File: src/include/dis_pkg.sv
package dis_pkg;

    // ------------------------------------------------------------
    // widths and register tags
    // ------------------------------------------------------------
    localparam int REG_W = 4;
    localparam int NREG = 16;
    localparam int ADDR_W = 8;
    localparam logic [REG_W-1:0] NO_REG = 4'h0;

    // ------------------------------------------------------------
    // operand availability codes
    // ------------------------------------------------------------
    localparam logic [1:0] PEND_READY = 2'h0;
    localparam logic [1:0] PEND_BYPASS = 2'h1;
    localparam logic [1:0] PEND_WAIT = 2'h2;

    // ------------------------------------------------------------
    // units, multiply timing and decode queue depth
    // ------------------------------------------------------------
    localparam logic UNIT_X = 1'b0;
    localparam logic UNIT_Y = 1'b1;
    localparam logic [1:0] MUL_OCC = 2'h3;
    localparam logic [1:0] MUL_LAST = 2'h2;
    localparam logic [1:0] MUL_LO_STEP = 2'h1;
    localparam logic [1:0] QDEPTH = 2'h2;

    // ------------------------------------------------------------
    // types
    // ------------------------------------------------------------
    typedef enum logic [2:0] {
        CLS_ALU = 3'b000,
        CLS_SHIFT = 3'b001,
        CLS_MUL = 3'b010,
        CLS_LIMM = 3'b011,
        CLS_LOAD = 3'b100,
        CLS_STORE = 3'b101,
        CLS_MULU = 3'b110
    } dis_cls_t;

    typedef enum logic [1:0] {
        MP_IDLE = 2'b00,
        MP_DEC = 2'b01,
        MP_UOP = 2'b10
    } dis_mph_t;

    typedef struct packed {
        logic v;
        dis_cls_t cls;
        logic [REG_W-1:0] dst;
        logic [REG_W-1:0] dst_hi;
        logic [REG_W-1:0] src_a;
        logic [REG_W-1:0] src_b;
        logic [ADDR_W-1:0] addr;
    } dis_op_t;

endpackage : dis_pkg
File: src/hdl/dis_pipe.sv
`timescale 1ns/1ps
module dis_pipe #(
    parameter int TAG_W = 4
) (
    input wire logic clk,
    input wire logic srst,
    input wire logic in_valid,
    input wire logic [TAG_W-1:0] in_tag,
    input wire logic hold,
    output logic o_valid,
    output logic [TAG_W-1:0] o_tag,
    output logic e1_valid,
    output logic [TAG_W-1:0] e1_tag,
    output logic e2_valid,
    output logic [TAG_W-1:0] e2_tag
);

    typedef struct packed {
        logic ov;
        logic [TAG_W-1:0] ot;
        logic e1v;
        logic [TAG_W-1:0] e1t;
        logic e2v;
        logic [TAG_W-1:0] e2t;
    } dis_pipe_st_t;

    dis_pipe_st_t s_q;
    dis_pipe_st_t s_d;

    // ------------------------------------------------------------
    // operand fetch, exec 1, exec 2
    // ------------------------------------------------------------
    always_comb
    begin
        s_d = s_q;
        if (!hold)
        begin
            s_d.ov = in_valid;
            s_d.ot = in_tag;
        end
        s_d.e1v = s_q.ov && !hold;
        s_d.e1t = s_q.ot;
        s_d.e2v = s_q.e1v;
        s_d.e2t = s_q.e1t;
    end

    always_ff @(posedge clk)
    begin
        if (srst)
            s_q <= '0;
        else
            s_q <= s_d;
    end

    assign o_valid = s_q.ov;
    assign o_tag = s_q.ot;
    assign e1_valid = s_q.e1v;
    assign e1_tag = s_q.e1t;
    assign e2_valid = s_q.e2v;
    assign e2_tag = s_q.e2t;

endmodule : dis_pipe

File: src/hdl/dis_sched.sv
// Notes on behaviour
// - multiply spends two decode cycles
// - multiply only in X, not pipelined
// - multiply is three serial uops, lo then hi
// - load immediate uses no unit, instant result
// - shifts X only, wait behind multiply
// - long operand wait evicts, reissue next cycle
// - next alu, shift or multiply op waits until evicted ops are reissued; loads, stores and limm do not wait
// - Y contention sends issue to X, if X is free
// - load address waits for ready, no bypass
// - loads run back to back, one per clock
// - load operand fetch stalls on unready address
// - reissue lines operand fetch with load result
// - alu ops go to X or Y, whichever free
// - results bypass to alu, shift and multiply dependents with no latency; load and store operands wait for ready
// - store queue forwards to same-address loads
// - stages issue, fetch, exec1, exec2 in order
// - one load starts per cycle, others stall
`timescale 1ns/1ps
module dis_sched
    import dis_pkg::*;
#(
    parameter int SQ_DEPTH = 4
) (
    input wire logic clk,
    input wire logic srst,
    input wire logic dec_valid,
    input wire logic [2:0] dec_cls,
    input wire logic [REG_W-1:0] dec_dst,
    input wire logic [REG_W-1:0] dec_dst_hi,
    input wire logic [REG_W-1:0] dec_src_a,
    input wire logic [REG_W-1:0] dec_src_b,
    input wire logic [ADDR_W-1:0] dec_addr,
    input wire logic st_retire,
    output logic dec_ready,
    output logic x_exec_valid,
    output logic [REG_W-1:0] x_exec_dst,
    output logic y_exec_valid,
    output logic [REG_W-1:0] y_exec_dst,
    output logic ld_done_valid,
    output logic [REG_W-1:0] ld_done_dst,
    output logic ld_fwd,
    output logic st_done_valid,
    output logic [ADDR_W-1:0] st_done_addr,
    output logic bump_x,
    output logic bump_y
);

    localparam int SQ_AW = $clog2(SQ_DEPTH);
    localparam int MT_W = ADDR_W + 2 * REG_W;

    typedef struct packed {
        dis_op_t [1:0] q;
        logic [1:0] qcnt;
        logic rdy;
        dis_op_t [1:0] ri;
        dis_op_t [1:0] iu;
        dis_op_t il;
        dis_op_t is;
        logic [NREG-1:0][1:0] pend;
        dis_mph_t mph;
        logic [1:0] mstep;
        logic [1:0] mbusy;
        logic [SQ_DEPTH-1:0] sqv;
        logic [SQ_DEPTH-1:0][ADDR_W-1:0] sqa;
        logic [SQ_AW-1:0] wp;
        logic [SQ_AW-1:0] rp;
        logic fwd;
        logic [1:0] bump;
    } dis_st_t;

    dis_st_t s_q;
    dis_st_t s_d;

    logic [1:0] u_in_v;
    logic [1:0][REG_W-1:0] u_in_tag;
    logic [1:0] u_o_v;
    logic [1:0][REG_W-1:0] u_o_tag;
    logic [1:0] u_e1_v;
    logic [1:0][REG_W-1:0] u_e1_tag;
    logic l_in_v, l_hold, l_o_v, l_e1_v, l_e2_v;
    logic [MT_W-1:0] l_in_tag, l_o_tag, l_e1_tag, l_e2_tag;
    logic s_in_v, s_hold, s_o_v, s_e2_v;
    logic [MT_W-1:0] s_in_tag, s_o_tag, s_e2_tag;
    dis_op_t [1:0] bq;
    dis_op_t h;
    dis_op_t hop;
    logic [1:0] claim;
    logic [1:0] pk;
    logic x_free, r_empty, pop, acc;
    logic [1:0] cnt_pop;

    // pick a register unit: {found, unit}
    function automatic logic [1:0] dis_pick(input dis_cls_t c, input logic pref,
                                            input logic [1:0] cl, input logic xf);
        logic ok_x;
        logic ok_y;
        ok_x = xf && !cl[UNIT_X];
        ok_y = !cl[UNIT_Y];
        if (c == CLS_SHIFT)
            return {ok_x, UNIT_X};
        if (pref == UNIT_Y)
            return ok_y ? {1'b1, UNIT_Y} : {ok_x, UNIT_X};
        return ok_x ? {1'b1, UNIT_X} : {ok_y, UNIT_Y};
    endfunction : dis_pick

    // ------------------------------------------------------------
    // next state
    // ------------------------------------------------------------
    always_comb
    begin
        s_d = s_q;
        s_d.bump = '0;
        s_d.fwd = 1'b0;
        claim = '0;
        bq = '0;
        pk = '0;
        pop = 1'b0;
        acc = 1'b0;
        h = s_q.q[0];
        hop = s_q.q[0];
        x_free = (s_q.mbusy == 2'h0);
        for (int r = 0; r < NREG; r++)
            if (s_q.pend[r] == PEND_BYPASS)
                s_d.pend[r] = PEND_READY;
        if (s_q.mbusy != 2'h0)
            s_d.mbusy = s_q.mbusy - 2'h1;

        // register unit issue stage: advance or evict
        for (int u = 0; u < 2; u++)
        begin
            s_d.iu[u] = '0;
            u_in_v[u] = 1'b0;
            u_in_tag[u] = s_q.iu[u].dst;
            if (s_q.iu[u].v)
            begin
                if (s_q.iu[u].cls != CLS_MULU &&
                    ((s_q.iu[u].src_a != s_q.iu[u].dst && s_q.pend[s_q.iu[u].src_a] == PEND_WAIT) ||
                     (s_q.iu[u].src_b != s_q.iu[u].dst && s_q.pend[s_q.iu[u].src_b] == PEND_WAIT)))
                begin
                    bq[u] = s_q.iu[u];
                    s_d.bump[u] = 1'b1;
                end
                else
                begin
                    u_in_v[u] = 1'b1;
                    if (s_q.iu[u].dst != NO_REG)
                        s_d.pend[s_q.iu[u].dst] = PEND_BYPASS;
                end
            end
        end

        // reissue of evicted ops, ahead of new ones
        for (int k = 0; k < 2; k++)
        begin
            if (s_q.ri[k].v)
            begin
                pk = dis_pick(s_q.ri[k].cls, (k == 1) ? UNIT_Y : UNIT_X, claim, x_free);
                if (pk[1])
                begin
                    s_d.iu[pk[0]] = s_q.ri[k];
                    claim[pk[0]] = 1'b1;
                    s_d.ri[k].v = 1'b0;
                end
            end
        end
        for (int u = 0; u < 2; u++)
        begin
            if (bq[u].v)
            begin
                if (!s_d.ri[0].v)
                    s_d.ri[0] = bq[u];
                else
                    s_d.ri[1] = bq[u];
            end
        end
        r_empty = !s_d.ri[0].v && !s_d.ri[1].v;

        // load unit
        // own destination as address reads the old value
        l_hold = l_o_v && l_o_tag[2*REG_W-1:REG_W] != l_o_tag[REG_W-1:0] &&
                 s_q.pend[l_o_tag[2*REG_W-1:REG_W]] != PEND_READY;
        l_in_v = s_q.il.v && !l_hold;
        l_in_tag = {s_q.il.addr, s_q.il.src_a, s_q.il.dst};
        if (l_in_v)
            s_d.il.v = 1'b0;
        if (l_o_v && !l_hold && l_o_tag[REG_W-1:0] != NO_REG)
            s_d.pend[l_o_tag[REG_W-1:0]] = PEND_BYPASS;
        for (int e = 0; e < SQ_DEPTH; e++)
            if (l_e1_v && s_q.sqv[e] && s_q.sqa[e] == l_e1_tag[MT_W-1 -: ADDR_W])
                s_d.fwd = 1'b1;

        // store unit and store queue
        s_hold = s_o_v && (s_q.pend[s_o_tag[2*REG_W-1:REG_W]] != PEND_READY ||
                 s_q.pend[s_o_tag[REG_W-1:0]] != PEND_READY || s_q.sqv[s_q.wp]);
        s_in_v = s_q.is.v && !s_hold;
        s_in_tag = {s_q.is.addr, s_q.is.src_a, s_q.is.src_b};
        if (s_in_v)
            s_d.is.v = 1'b0;
        if (s_o_v && !s_hold)
        begin
            s_d.sqv[s_q.wp] = 1'b1;
            s_d.sqa[s_q.wp] = s_o_tag[MT_W-1 -: ADDR_W];
            s_d.wp = s_q.wp + 1'b1;
        end
        if (st_retire && s_q.sqv[s_q.rp])
        begin
            s_d.sqv[s_q.rp] = 1'b0;
            s_d.rp = s_q.rp + 1'b1;
        end

        // head of the decode queue
        if (s_q.qcnt != 2'h0)
        begin
            case (h.cls)
                CLS_LIMM:
                begin
                    if (h.dst != NO_REG)
                        s_d.pend[h.dst] = PEND_READY;
                    pop = 1'b1;
                end
                CLS_LOAD:
                begin
                    if (!s_q.il.v || l_in_v)
                    begin
                        s_d.il = h;
                        if (h.dst != NO_REG)
                            s_d.pend[h.dst] = PEND_WAIT;
                        pop = 1'b1;
                    end
                end
                CLS_STORE:
                begin
                    if (!s_q.is.v || s_in_v)
                    begin
                        s_d.is = h;
                        pop = 1'b1;
                    end
                end
                CLS_MUL:
                begin
                    case (s_q.mph)
                        MP_IDLE:
                        begin
                            s_d.mph = MP_DEC;
                        end
                        MP_DEC:
                        begin
                            s_d.mph = MP_UOP;
                            s_d.mstep = 2'h0;
                        end
                        MP_UOP:
                        begin
                            if (!claim[UNIT_X] && (s_q.mstep != 2'h0 || (r_empty &&
                                s_q.pend[h.src_a] != PEND_WAIT && s_q.pend[h.src_b] != PEND_WAIT)))
                            begin
                                hop.cls = CLS_MULU;
                                hop.dst = (s_q.mstep == MUL_LAST) ? h.dst_hi :
                                          (s_q.mstep == MUL_LO_STEP) ? h.dst : NO_REG;
                                s_d.iu[UNIT_X] = hop;
                                claim[UNIT_X] = 1'b1;
                                if (s_q.mstep == 2'h0)
                                begin
                                    s_d.mbusy = MUL_OCC;
                                    if (h.dst != NO_REG)
                                        s_d.pend[h.dst] = PEND_WAIT;
                                    if (h.dst_hi != NO_REG)
                                        s_d.pend[h.dst_hi] = PEND_WAIT;
                                end
                                s_d.mstep = s_q.mstep + 2'h1;
                                if (s_q.mstep == MUL_LAST)
                                begin
                                    pop = 1'b1;
                                    s_d.mph = MP_IDLE;
                                end
                            end
                        end
                        default:
                            s_d.mph = MP_IDLE;
                    endcase
                end
                default:
                begin
                    if (r_empty)
                    begin
                        pk = dis_pick(h.cls, UNIT_Y, claim, x_free);
                        if (pk[1])
                        begin
                            s_d.iu[pk[0]] = h;
                            if (h.dst != NO_REG)
                                s_d.pend[h.dst] = PEND_WAIT;
                            pop = 1'b1;
                        end
                    end
                end
            endcase
        end

        // decode queue pop and accept
        if (pop)
        begin
            s_d.q[0] = s_q.q[1];
            s_d.q[1] = '0;
        end
        cnt_pop = s_q.qcnt - {1'b0, pop};
        if (dec_valid && s_q.rdy)
        begin
            acc = 1'b1;
            s_d.q[cnt_pop[0]] = {1'b1, dis_cls_t'(dec_cls), dec_dst, dec_dst_hi, dec_src_a, dec_src_b, dec_addr};
        end
        s_d.qcnt = cnt_pop + {1'b0, acc};
        s_d.rdy = (s_d.qcnt < QDEPTH);
    end

    always_ff @(posedge clk)
    begin
        if (srst)
        begin
            s_q <= '0;
            s_q.rdy <= 1'b1;
        end
        else
            s_q <= s_d;
    end

    // ------------------------------------------------------------
    // unit pipelines
    // ------------------------------------------------------------
    for (genvar u = 0; u < 2; u++)
    begin : g_reg_unit
        dis_pipe #(.TAG_W(REG_W)) u_pipe (
            .clk(clk), .srst(srst), .in_valid(u_in_v[u]), .in_tag(u_in_tag[u]), .hold(1'b0),
            .o_valid(u_o_v[u]), .o_tag(u_o_tag[u]), .e1_valid(u_e1_v[u]), .e1_tag(u_e1_tag[u]),
            .e2_valid(), .e2_tag()
        );
    end

    dis_pipe #(.TAG_W(MT_W)) u_load (
        .clk(clk), .srst(srst), .in_valid(l_in_v), .in_tag(l_in_tag), .hold(l_hold),
        .o_valid(l_o_v), .o_tag(l_o_tag), .e1_valid(l_e1_v), .e1_tag(l_e1_tag),
        .e2_valid(l_e2_v), .e2_tag(l_e2_tag)
    );

    dis_pipe #(.TAG_W(MT_W)) u_store (
        .clk(clk), .srst(srst), .in_valid(s_in_v), .in_tag(s_in_tag), .hold(s_hold),
        .o_valid(s_o_v), .o_tag(s_o_tag), .e1_valid(), .e1_tag(),
        .e2_valid(s_e2_v), .e2_tag(s_e2_tag)
    );

    assign dec_ready = s_q.rdy;
    assign x_exec_valid = u_e1_v[UNIT_X];
    assign x_exec_dst = u_e1_tag[UNIT_X];
    assign y_exec_valid = u_e1_v[UNIT_Y];
    assign y_exec_dst = u_e1_tag[UNIT_Y];
    assign ld_done_valid = l_e2_v;
    assign ld_done_dst = l_e2_tag[REG_W-1:0];
    assign ld_fwd = s_q.fwd;
    assign st_done_valid = s_e2_v;
    assign st_done_addr = s_e2_tag[MT_W-1 -: ADDR_W];
    assign bump_x = s_q.bump[UNIT_X];
    assign bump_y = s_q.bump[UNIT_Y];

endmodule : dis_sched

File: config.mk
export PLATFORM = sky130hd
export DESIGN_NAME = dis_sched
export DESIGN_NICKNAME = d
export VERILOG_FILES = /design/src/include/dis_pkg.sv /design/src/hdl/dis_pipe.sv /design/src/hdl/dis_sched.sv
export SDC_FILE = /design/constraint.sdc
export NUM_CORES = 1
export LEC_CHECK = 0
export ABC_AREA = 1
export BUFFER_PORTS_ARGS = -buffer_cell sky130_fd_sc_hd__clkbuf_2
export CAP_MARGIN = 20
export CORE_MARGIN = 5
export CORE_UTILIZATION = 57
export DETAILED_ROUTE_END_ITERATION = 10
export PLACE_DENSITY = 0.82
export SYNTH_ARGS = -nofsm -noshare
export SYNTH_HDL_FRONTEND = slang
export SYNTH_SLANG_ARGS = --single-unit
export TNS_END_PERCENT = 30
File: constraint.sdc
create_clock -name clk -period 3.6 [get_ports clk]
set_input_delay 0 -clock clk [delete_from_list [all_inputs] [get_ports clk]]
set_output_delay 0 -clock clk [all_outputs]
set_load 0.03 [all_outputs]
=== After elaboration in Yosys (flattened, before gate mapping) ===
Index checks and enable logic that the tools add are counted.

* Bits of input ports: 31
* Output and inout bits: 28
* Register bits: 418
* Logic and storage cells: 486

* Bitwise gates (word level): 24
* Mux-type cells: 190
* Reductions and logical operators: 81
* Equality and inequality tests: 46
* Magnitude comparators: 32
* Add/sub/neg operators: 6

{| class="wikitable"
|+ Operators by type and width
! operator !! number
|-
| $mux W32 || 20
|-
| $mux W56 || 10
|-
| $mux W28 || 17
|-
| $bwmux W56 || 3
|-
| $mux W150 || 1
|-
| $pmux W32 S4 || 1
|-
| $demux W28 S1 || 4
|-
| $mux W2 || 55
|-
| $and A16 B16 Y16 || 5
|-
| $not A16 Y16 || 5
|-
| $or A16 B16 Y16 || 5
|-
| $mux W38 || 2
|-
| $bmux W2 S4 || 9
|-
| $lt A4 B5 Y1 const B || 14
|-
| $and A56 B56 Y56 || 1
|-
| $pmux W28 S2 || 1
|-
| $mux W27 || 2
|-
| $mux W1 || 44
|-
| $logic_and A1 B1 Y1 || 41
|-
| $demux W2 S4 || 5
|-
| $eq A2 B1 Y1 const B || 18
|-
| $and A32 B32 Y32 || 1
|-
| $bwmux W32 || 1
|-
| $eq A8 B8 Y1 || 4
|-
| other kinds (43) || 110
|}

=== Logic depth before layout (Yosys ltp) ===
* Depth in word-level cells: 48
* Mapped depth: 30
* Mapped depth without buffers: 26

=== Cells and area by module ===
Synthesis repeated with hierarchy kept, for this count alone.

* Cells, all modules: 2936
* Area, all modules: 19531.2 um2

{| class="wikitable"
|+ By module, submodules not included
! module !! seq. area each (um2) !! times used !! cells an instance !! area an instance (um2)
|-
| dis_sched || 4764.6 || 1 || 2346 || 14576.5
|-
| dis_pipe (u_load ...) || 1021.0 || 2 || 229 || 1930.6
|-
| dis_pipe (g_reg_unit[0].u_pipe ...) || 300.3 || 2 || 66 || 546.8
|}

=== Worst setup path after synthesis ===
Ideal clock, no wire load.

* Path type: register -> register
* Start point: reg s_q[188] in the netlist's numbering
* End point: reg s_q[289] in the netlist's numbering
* Setup slack: 0.138 ns
* Library setup time: 0.132 ns
* Cell stages (with the launch flop): 24
* Buffers on the path: 5
* Period minus slack after synthesis: 3.462 ns
* Data required time: 3.468 ns
* Arrival: 3.330 ns
* Cells stage by stage: dfxtp_1 -> clkbuf_1 -> xnor2_1 -> nand4_1 -> nand3_1 -> nand2_2 -> nand2_4 -> nor2_8 -> nor2_8 -> nand3_2 -> nand2_2 -> nand4_4 -> o21bai_4 -> nand2_1 -> buf_6 -> buf_4 -> inv_1 -> ha_1 -> nor2_1 -> inv_1 -> clkbuf_1 -> buf_1 -> nand3_1 -> a21oi_1

* Cells in the longest elaborated chain, start to end: 24
* Elaborated cells between the ends (all ways): 30
* Classes of those cells: 1 x add/sub; 2 x order compare; 2 x eq/ne; 13 x mux; 12 x reduce/logical

{| class="wikitable"
|+ Ends and longest elaborated chain
! element !! line !! source
|-
| start: declaration || dis_sched.sv:72 || <nowiki>dis_st_t s_q;</nowiki>
|-
| $ne A4 B4 Y1 (on tied branches) || dis_sched.sv:138, dis_sched.sv:139 ||
|-
| $logic_and A1 B1 Y1 (on tied branches) || dis_sched.sv:138, dis_sched.sv:139 ||
|-
| $logic_or A1 B1 Y1 * || dis_sched.sv:138 || <nowiki>((s_q.iu[u].src_a != s_q.iu[u].dst && s_q.pend[s_q.iu[u].src_a] == PEND_WAIT) ||</nowiki>
|-
| $logic_and A1 B1 Y1 * || dis_sched.sv:137 || <nowiki>if (s_q.iu[u].cls != CLS_MULU &&</nowiki>
|-
| $mux W28 * || dis_sched.sv:137 ||
|-
| $mux W28 * || dis_sched.sv:135 || <nowiki>if (s_q.iu[u].v)</nowiki>
|-
| $mux W56 * || dis_sched.sv:169 || <nowiki>if (bq[u].v)</nowiki>
|-
| $logic_not A1 Y1 || dis_sched.sv:177 || <nowiki>r_empty = !s_d.ri[0].v && !s_d.ri[1].v;</nowiki>
|-
| [... 8 more ...] || -- ||
|-
| $mux W1 * || dis_sched.sv:213 || <nowiki>if (s_q.qcnt != 2'h0)</nowiki>
|-
| $sub A2 B1 Y2 || dis_sched.sv:305 || <nowiki>cnt_pop = s_q.qcnt - {1'b0, pop};</nowiki>
|-
| $lt A1 B2 Y1 (implied by the code) or $ge A1 B1 Y1 (tied branches) || dis_sched.sv:309 || <nowiki>s_d.q[cnt_pop[0]] = {1'b1, dis_cls_t'(dec_cls), dec_dst, dec_dst_hi, dec_src_a, dec_src_b, dec_addr};</nowiki>
|-
| $logic_and A1 B1 Y1 (implied by the code) || dis_sched.sv:309 ||
|-
| $mux W28 (implied by the code) || dis_sched.sv:309 ||
|-
| $demux W28 S1 || dis_sched.sv:309 ||
|-
| $bwmux W56 || dis_sched.sv:309 ||
|-
| $mux W56 * || dis_sched.sv:306 || <nowiki>if (dec_valid && s_q.rdy)</nowiki>
|}

Every way passes the cells marked *; elsewhere a longest branch is shown, timed or not.
A chain may end at the register's enable or synchronous reset.

=== Worst setup path after layout ===
* Start point: reg s_q[59] in the netlist's numbering
* End point: reg s_q[305] in the netlist's numbering

* Cells in the longest elaborated chain, start to end: 28
* Elaborated cells between the ends (all ways): 75
* Classes of those cells: 1 x add/sub; 2 x order compare; 6 x eq/ne; 37 x mux; 29 x reduce/logical

{| class="wikitable"
|+ Ends and longest elaborated chain
! element !! line
|-
| $bmux W2 S4 (on tied branches) || dis_sched.sv:138, dis_sched.sv:139
|-
| $mux W2 (on tied branches) || dis_sched.sv:138, dis_sched.sv:139
|-
| $eq A2 B2 Y1 (on tied branches) || dis_sched.sv:138, dis_sched.sv:139
|-
| $logic_and A1 B1 Y1 (on tied branches) || dis_sched.sv:138, dis_sched.sv:139
|-
| $logic_or A1 B1 Y1 || dis_sched.sv:138
|-
| $logic_and A1 B1 Y1 || dis_sched.sv:137
|-
| $mux W28 || dis_sched.sv:137
|-
| $mux W28 || dis_sched.sv:135
|-
| [... 12 more ...] || --
|-
| $mux W1 * || dis_sched.sv:213
|-
| $sub A2 B1 Y2 || dis_sched.sv:305
|-
| $lt A1 B2 Y1 (implied by the code) or $ge A1 B1 Y1 (tied branches) || dis_sched.sv:309
|-
| $logic_and A1 B1 Y1 (implied by the code) || dis_sched.sv:309
|-
| $mux W28 (implied by the code) || dis_sched.sv:309
|-
| $demux W28 S1 || dis_sched.sv:309
|-
| $bwmux W56 || dis_sched.sv:309
|-
| $mux W56 * || dis_sched.sv:306
|}

Every way passes the cells marked *; elsewhere a longest branch is shown, timed or not. The select of a mux whose other input is x is not followed.

==> summary.txt <==
Pwr
  – Leakage Power: about 7.9 nW
  – Power Dens Cells: about 760 nW/um^2
  – Max VDD drop: about 0.00064 V

Timing
  – Fin. Hold Viols: 0
  – Worst Tran Pin Value: around 1 ns
  – Setup TNS: 0 ns
  – Max_slew headroom: between 30% and 40%
  – Fin crit period: 3.33 ns
  – Final Cycle Share: 92.6%
  – Clock Skew: approximately 0.018 ns
  – Max Transition Viols Final: 0
  – Final setup violation count: 0
  – Fmax: about 300 MHz
  – RSZ-0062 raised after global routing: yes

Worst setup path
  – Largest fanout on the critical path: 27
  – Critical Path RT: slightly above 4 ns
  – CP Class: flip-flop to flip-flop
  – Critical Path End Type: flip-flop
  – Critical path arrival: around 3.8 ns
  – CP startpoint kind: flip-flop

Place
  – Post-DP HPWL: around 44000 um
  – Area after DPL: between 15000 and 20000 um^2
  – Gpl congestion: around 1
  – Port bufs: slightly below 60

Die
  – Die W: around 180 um
  – Top Ports: slightly below 60
  – # rows: 63
  – Die Ht: roughly 180 um
  – Core area: 29600 um^2
  – Starting Density: approximately 58%
  – Die area: approximately 33000 um^2

CTS
  – CTS sink count: 328
  – CTS tree: built
  – Maximum clock insertion buffer count: 3
  – Clock root buffer: clkbuf_16
  – Worst skew pair latency: between 0.5 and 0.6 ns
  – CTS HTree Levels: 2
  – CTS buffer count: 37
  – Clk slew on worst S/H paths: 0.06 ns

Cells and area
  – Most common cell after layout, fill and taps aside: nand2_1
  – Commonest non-fill, non-tap cells in the layout: nand2_1 (445), inv_1 (337), dfxtp_1 (318)
  – Layout cells sized above 1: 10.0%
  – Ant diodes: 0
  – Area grow syn2layout: 13.8%
  – Cell area after layout: 19400 um^2
  – Fill count: roughly 2600
  – Final net count: 2663

Logic synthesis
  – Post-synth EDFFs: 0
  – Seq cells post-synth: ~330
  – Post-synth cell types: 53
  – Sequential area share after synthesis: 38.5%
  – Syn Area/Cell: between 6 and 7 um^2
  – Post-Synthesis Cells: 2558
  – Synthesized cell area: ~17000 um^2
  – Syn Nets: 2602
  – Top FF cell, synth: dfxtp_1
  – Async set-or-reset flop fraction in the synthesized netlist: 0%
  – Yosys warning count: 0

Job
  – Max Cap Violations: 0

Min path
  – Hold Path Class: primary input to flip-flop

GRT
  – GRT overflow: 0
  – Pin count of the biggest net entering global routing: 87
  – Vias in the first global route: 16890
  – Total Routing Usage GR: between 30% and 40%
  – Initial antenna violation count: 0
  – Global-route wire length before repair: 95100 um

Route
  – Vias post-DR: roughly 18000
  – Final wirelength: between 60000 and 70000 um
  – Via density per instance: 5.99
  – DRC: 0
  – Router iterations before antenna repair: 8
  – Drt first-iter violations: between 2000 and 2500
  – Routed WL per cell: 20.1 um
  – Routed Antenna Nets: 0

Outcome
  – Status: complete, no violations
[synth_stat cells (4+ instances only)]
cell      count  area (um^2)
inv_2        22         82.6
o21ai_0     261         1310
o31ai_1       8         60.1
buf_1         8         30.0
a221oi_1      7         61.3
buf_2        24          120
o311ai_0      4         35.0
o22ai_1      36          225
ha_1         13          163
o221ai_1      4         35.0
o211ai_1     25          188
inv_1       339         1270
nand2_2       6         37.5
nor3_1       34          170
buf_6         6         67.6
nor2_2        6         37.5
xnor2_1      25          219
buf_4         8         60.1
nor2_1      261          980
a211oi_1      9         67.6
dfxtp_1     328         6570
nand3_2       5         50.1
a41oi_1       4         35.0
nand3_1     206         1030
xor2_1        8         70.1
nor4_1       10         62.6
a21oi_1     276         1380
a31oi_1       7         43.8
o21ai_1      12         60.1
nand4_1      20          125
nand2_1     445         1670
clkbuf_1     91          342
[report_power, final]
part	internal (mW)	switching, mW	leakage, nW
Combinational	1.80	4.08	4.62
Sequential	4.17	0.774	2.66
Clock	2.43	1.57	0.643
Total	8.40	6.42	7.93
[state kept, by name, summed over array words and instances (netlist names), 2 cells and up, named ones only]
signal                      flops
u_load.e2_tag                   4
s_in_tag                       16
u_store.e1_tag                  8
u_store.o_tag                  16
h                              28
u_store.e2_tag                  8
g_reg_unit.u_pipe.e1_valid      2
u_load.o_tag                   16
s_q                           142
g_reg_unit.u_pipe.o_tag         8
u_load.e1_tag                  12
l_in_tag                       16
g_reg_unit.u_pipe.o_valid       2
g_reg_unit.u_pipe.e1_tag        8
[per-layer routing]
metal	share of wire, %	vias to the layer above	GRT usage (%)
li1	-	8531	-
met1	42	8443	49.4
met2	43	1074	54.1
met3	12	154	9.90
met4	3.1	0	9.83
met5	0	-	0
[through the flow]
| stage | util (%) | power [mW] | instances | worst slack (ns) | hold slack, ns |
|---|---|---|---|---|---|
| detailed placement | 60.1 | 10.5 | 2940 | 0.0689 | 0.260 |
| finish | 65.7 | 14.8 | 3037 | 0.268 | 0.281 |
| global route | 65.7 | 15.6 | 3037 | -0.00221 | 0.291 |
| floorplan | - | 8.60 | 2558 | 0.138 | 0.149 |
| CTS | 65.5 | 14.5 | 3037 | 0.0548 | 0.262 |
| global placement | 60.1 | 10.5 | 2940 | 0.0577 | 0.252 |
[path summary, 6_finish.rpt]
| kind | from | end | slack, ns | cells past startpoint |
|---|---|---|---|---|
| max | s_q[59] | s_q[305] | 0.27 | 23 |
| min | dec_addr[1] | s_q[281] | 0.28 | 4 |
| max reg2reg | s_q[59] | s_q[305] | 0.27 | 23 |
| min reg2reg | g_reg_unit[0].u_pipe.o_valid | g_reg_unit[0].u_pipe.e1_valid | 0.40 | 2 |
[cell type report]
class | instances | area [um^2] | area share [%]
multi-input cells | 1729 | 8510 | 43.9
flip-flops and latches | 328 | 6580 | 33.9
inverters | 364 | 1370 | 7.05
repair buffers | 159 | 1160 | 5.99
clock buffers | 51 | 1100 | 5.66
well taps | 390 | 488 | 2.51
clock inverters | 16 | 200 | 1.03
[critical path: stages (launching register included)]
cell and delay [ns]:
dfxtp_1 0.40, inv_2 0.04, nand2_1 0.20, nand2_1 0.08, nand2_1 0.07, nand2_1 0.04
nand3_1 0.08, nand3_1 0.07, nand3_1 0.11, nand2_2 0.12, nand3_4 0.12, nand2_4 0.10
nor2_8 0.11, nand3_2 0.11, nand2_2 0.09, nand4_4 0.13, o21bai_4 0.18, nand2_1 0.09
inv_1 0.07, ha_1 0.23, nor2_1 0.18, buf_4 0.33, nand2_1 0.12, a21oi_1 0.19
[logic make-up (layout without fill, tap and decap cells)]
kind of cell	Yosys count	in the layout	share of synthesized area (%)
flops	328	328	38.5
simple gates	1009	1009	25.6
buf+inv	501	590	11.6
compound gates	674	674	21.6
xor+xnor	33	33	1.70
fa+ha+maj	13	13	0.954
[timing repair]
| action | CTS | global route |
|---|---|---|
| endpoints found under the hold margin | 75 | 0 |
| hold buffers | 30 | 0 |
| setup endpoints to repair | 0 | 69 |
| buffers inserted | 0 | 0 |
| gates resized for setup | 0 | 23 |
Power figures use the tool's default switching activity.
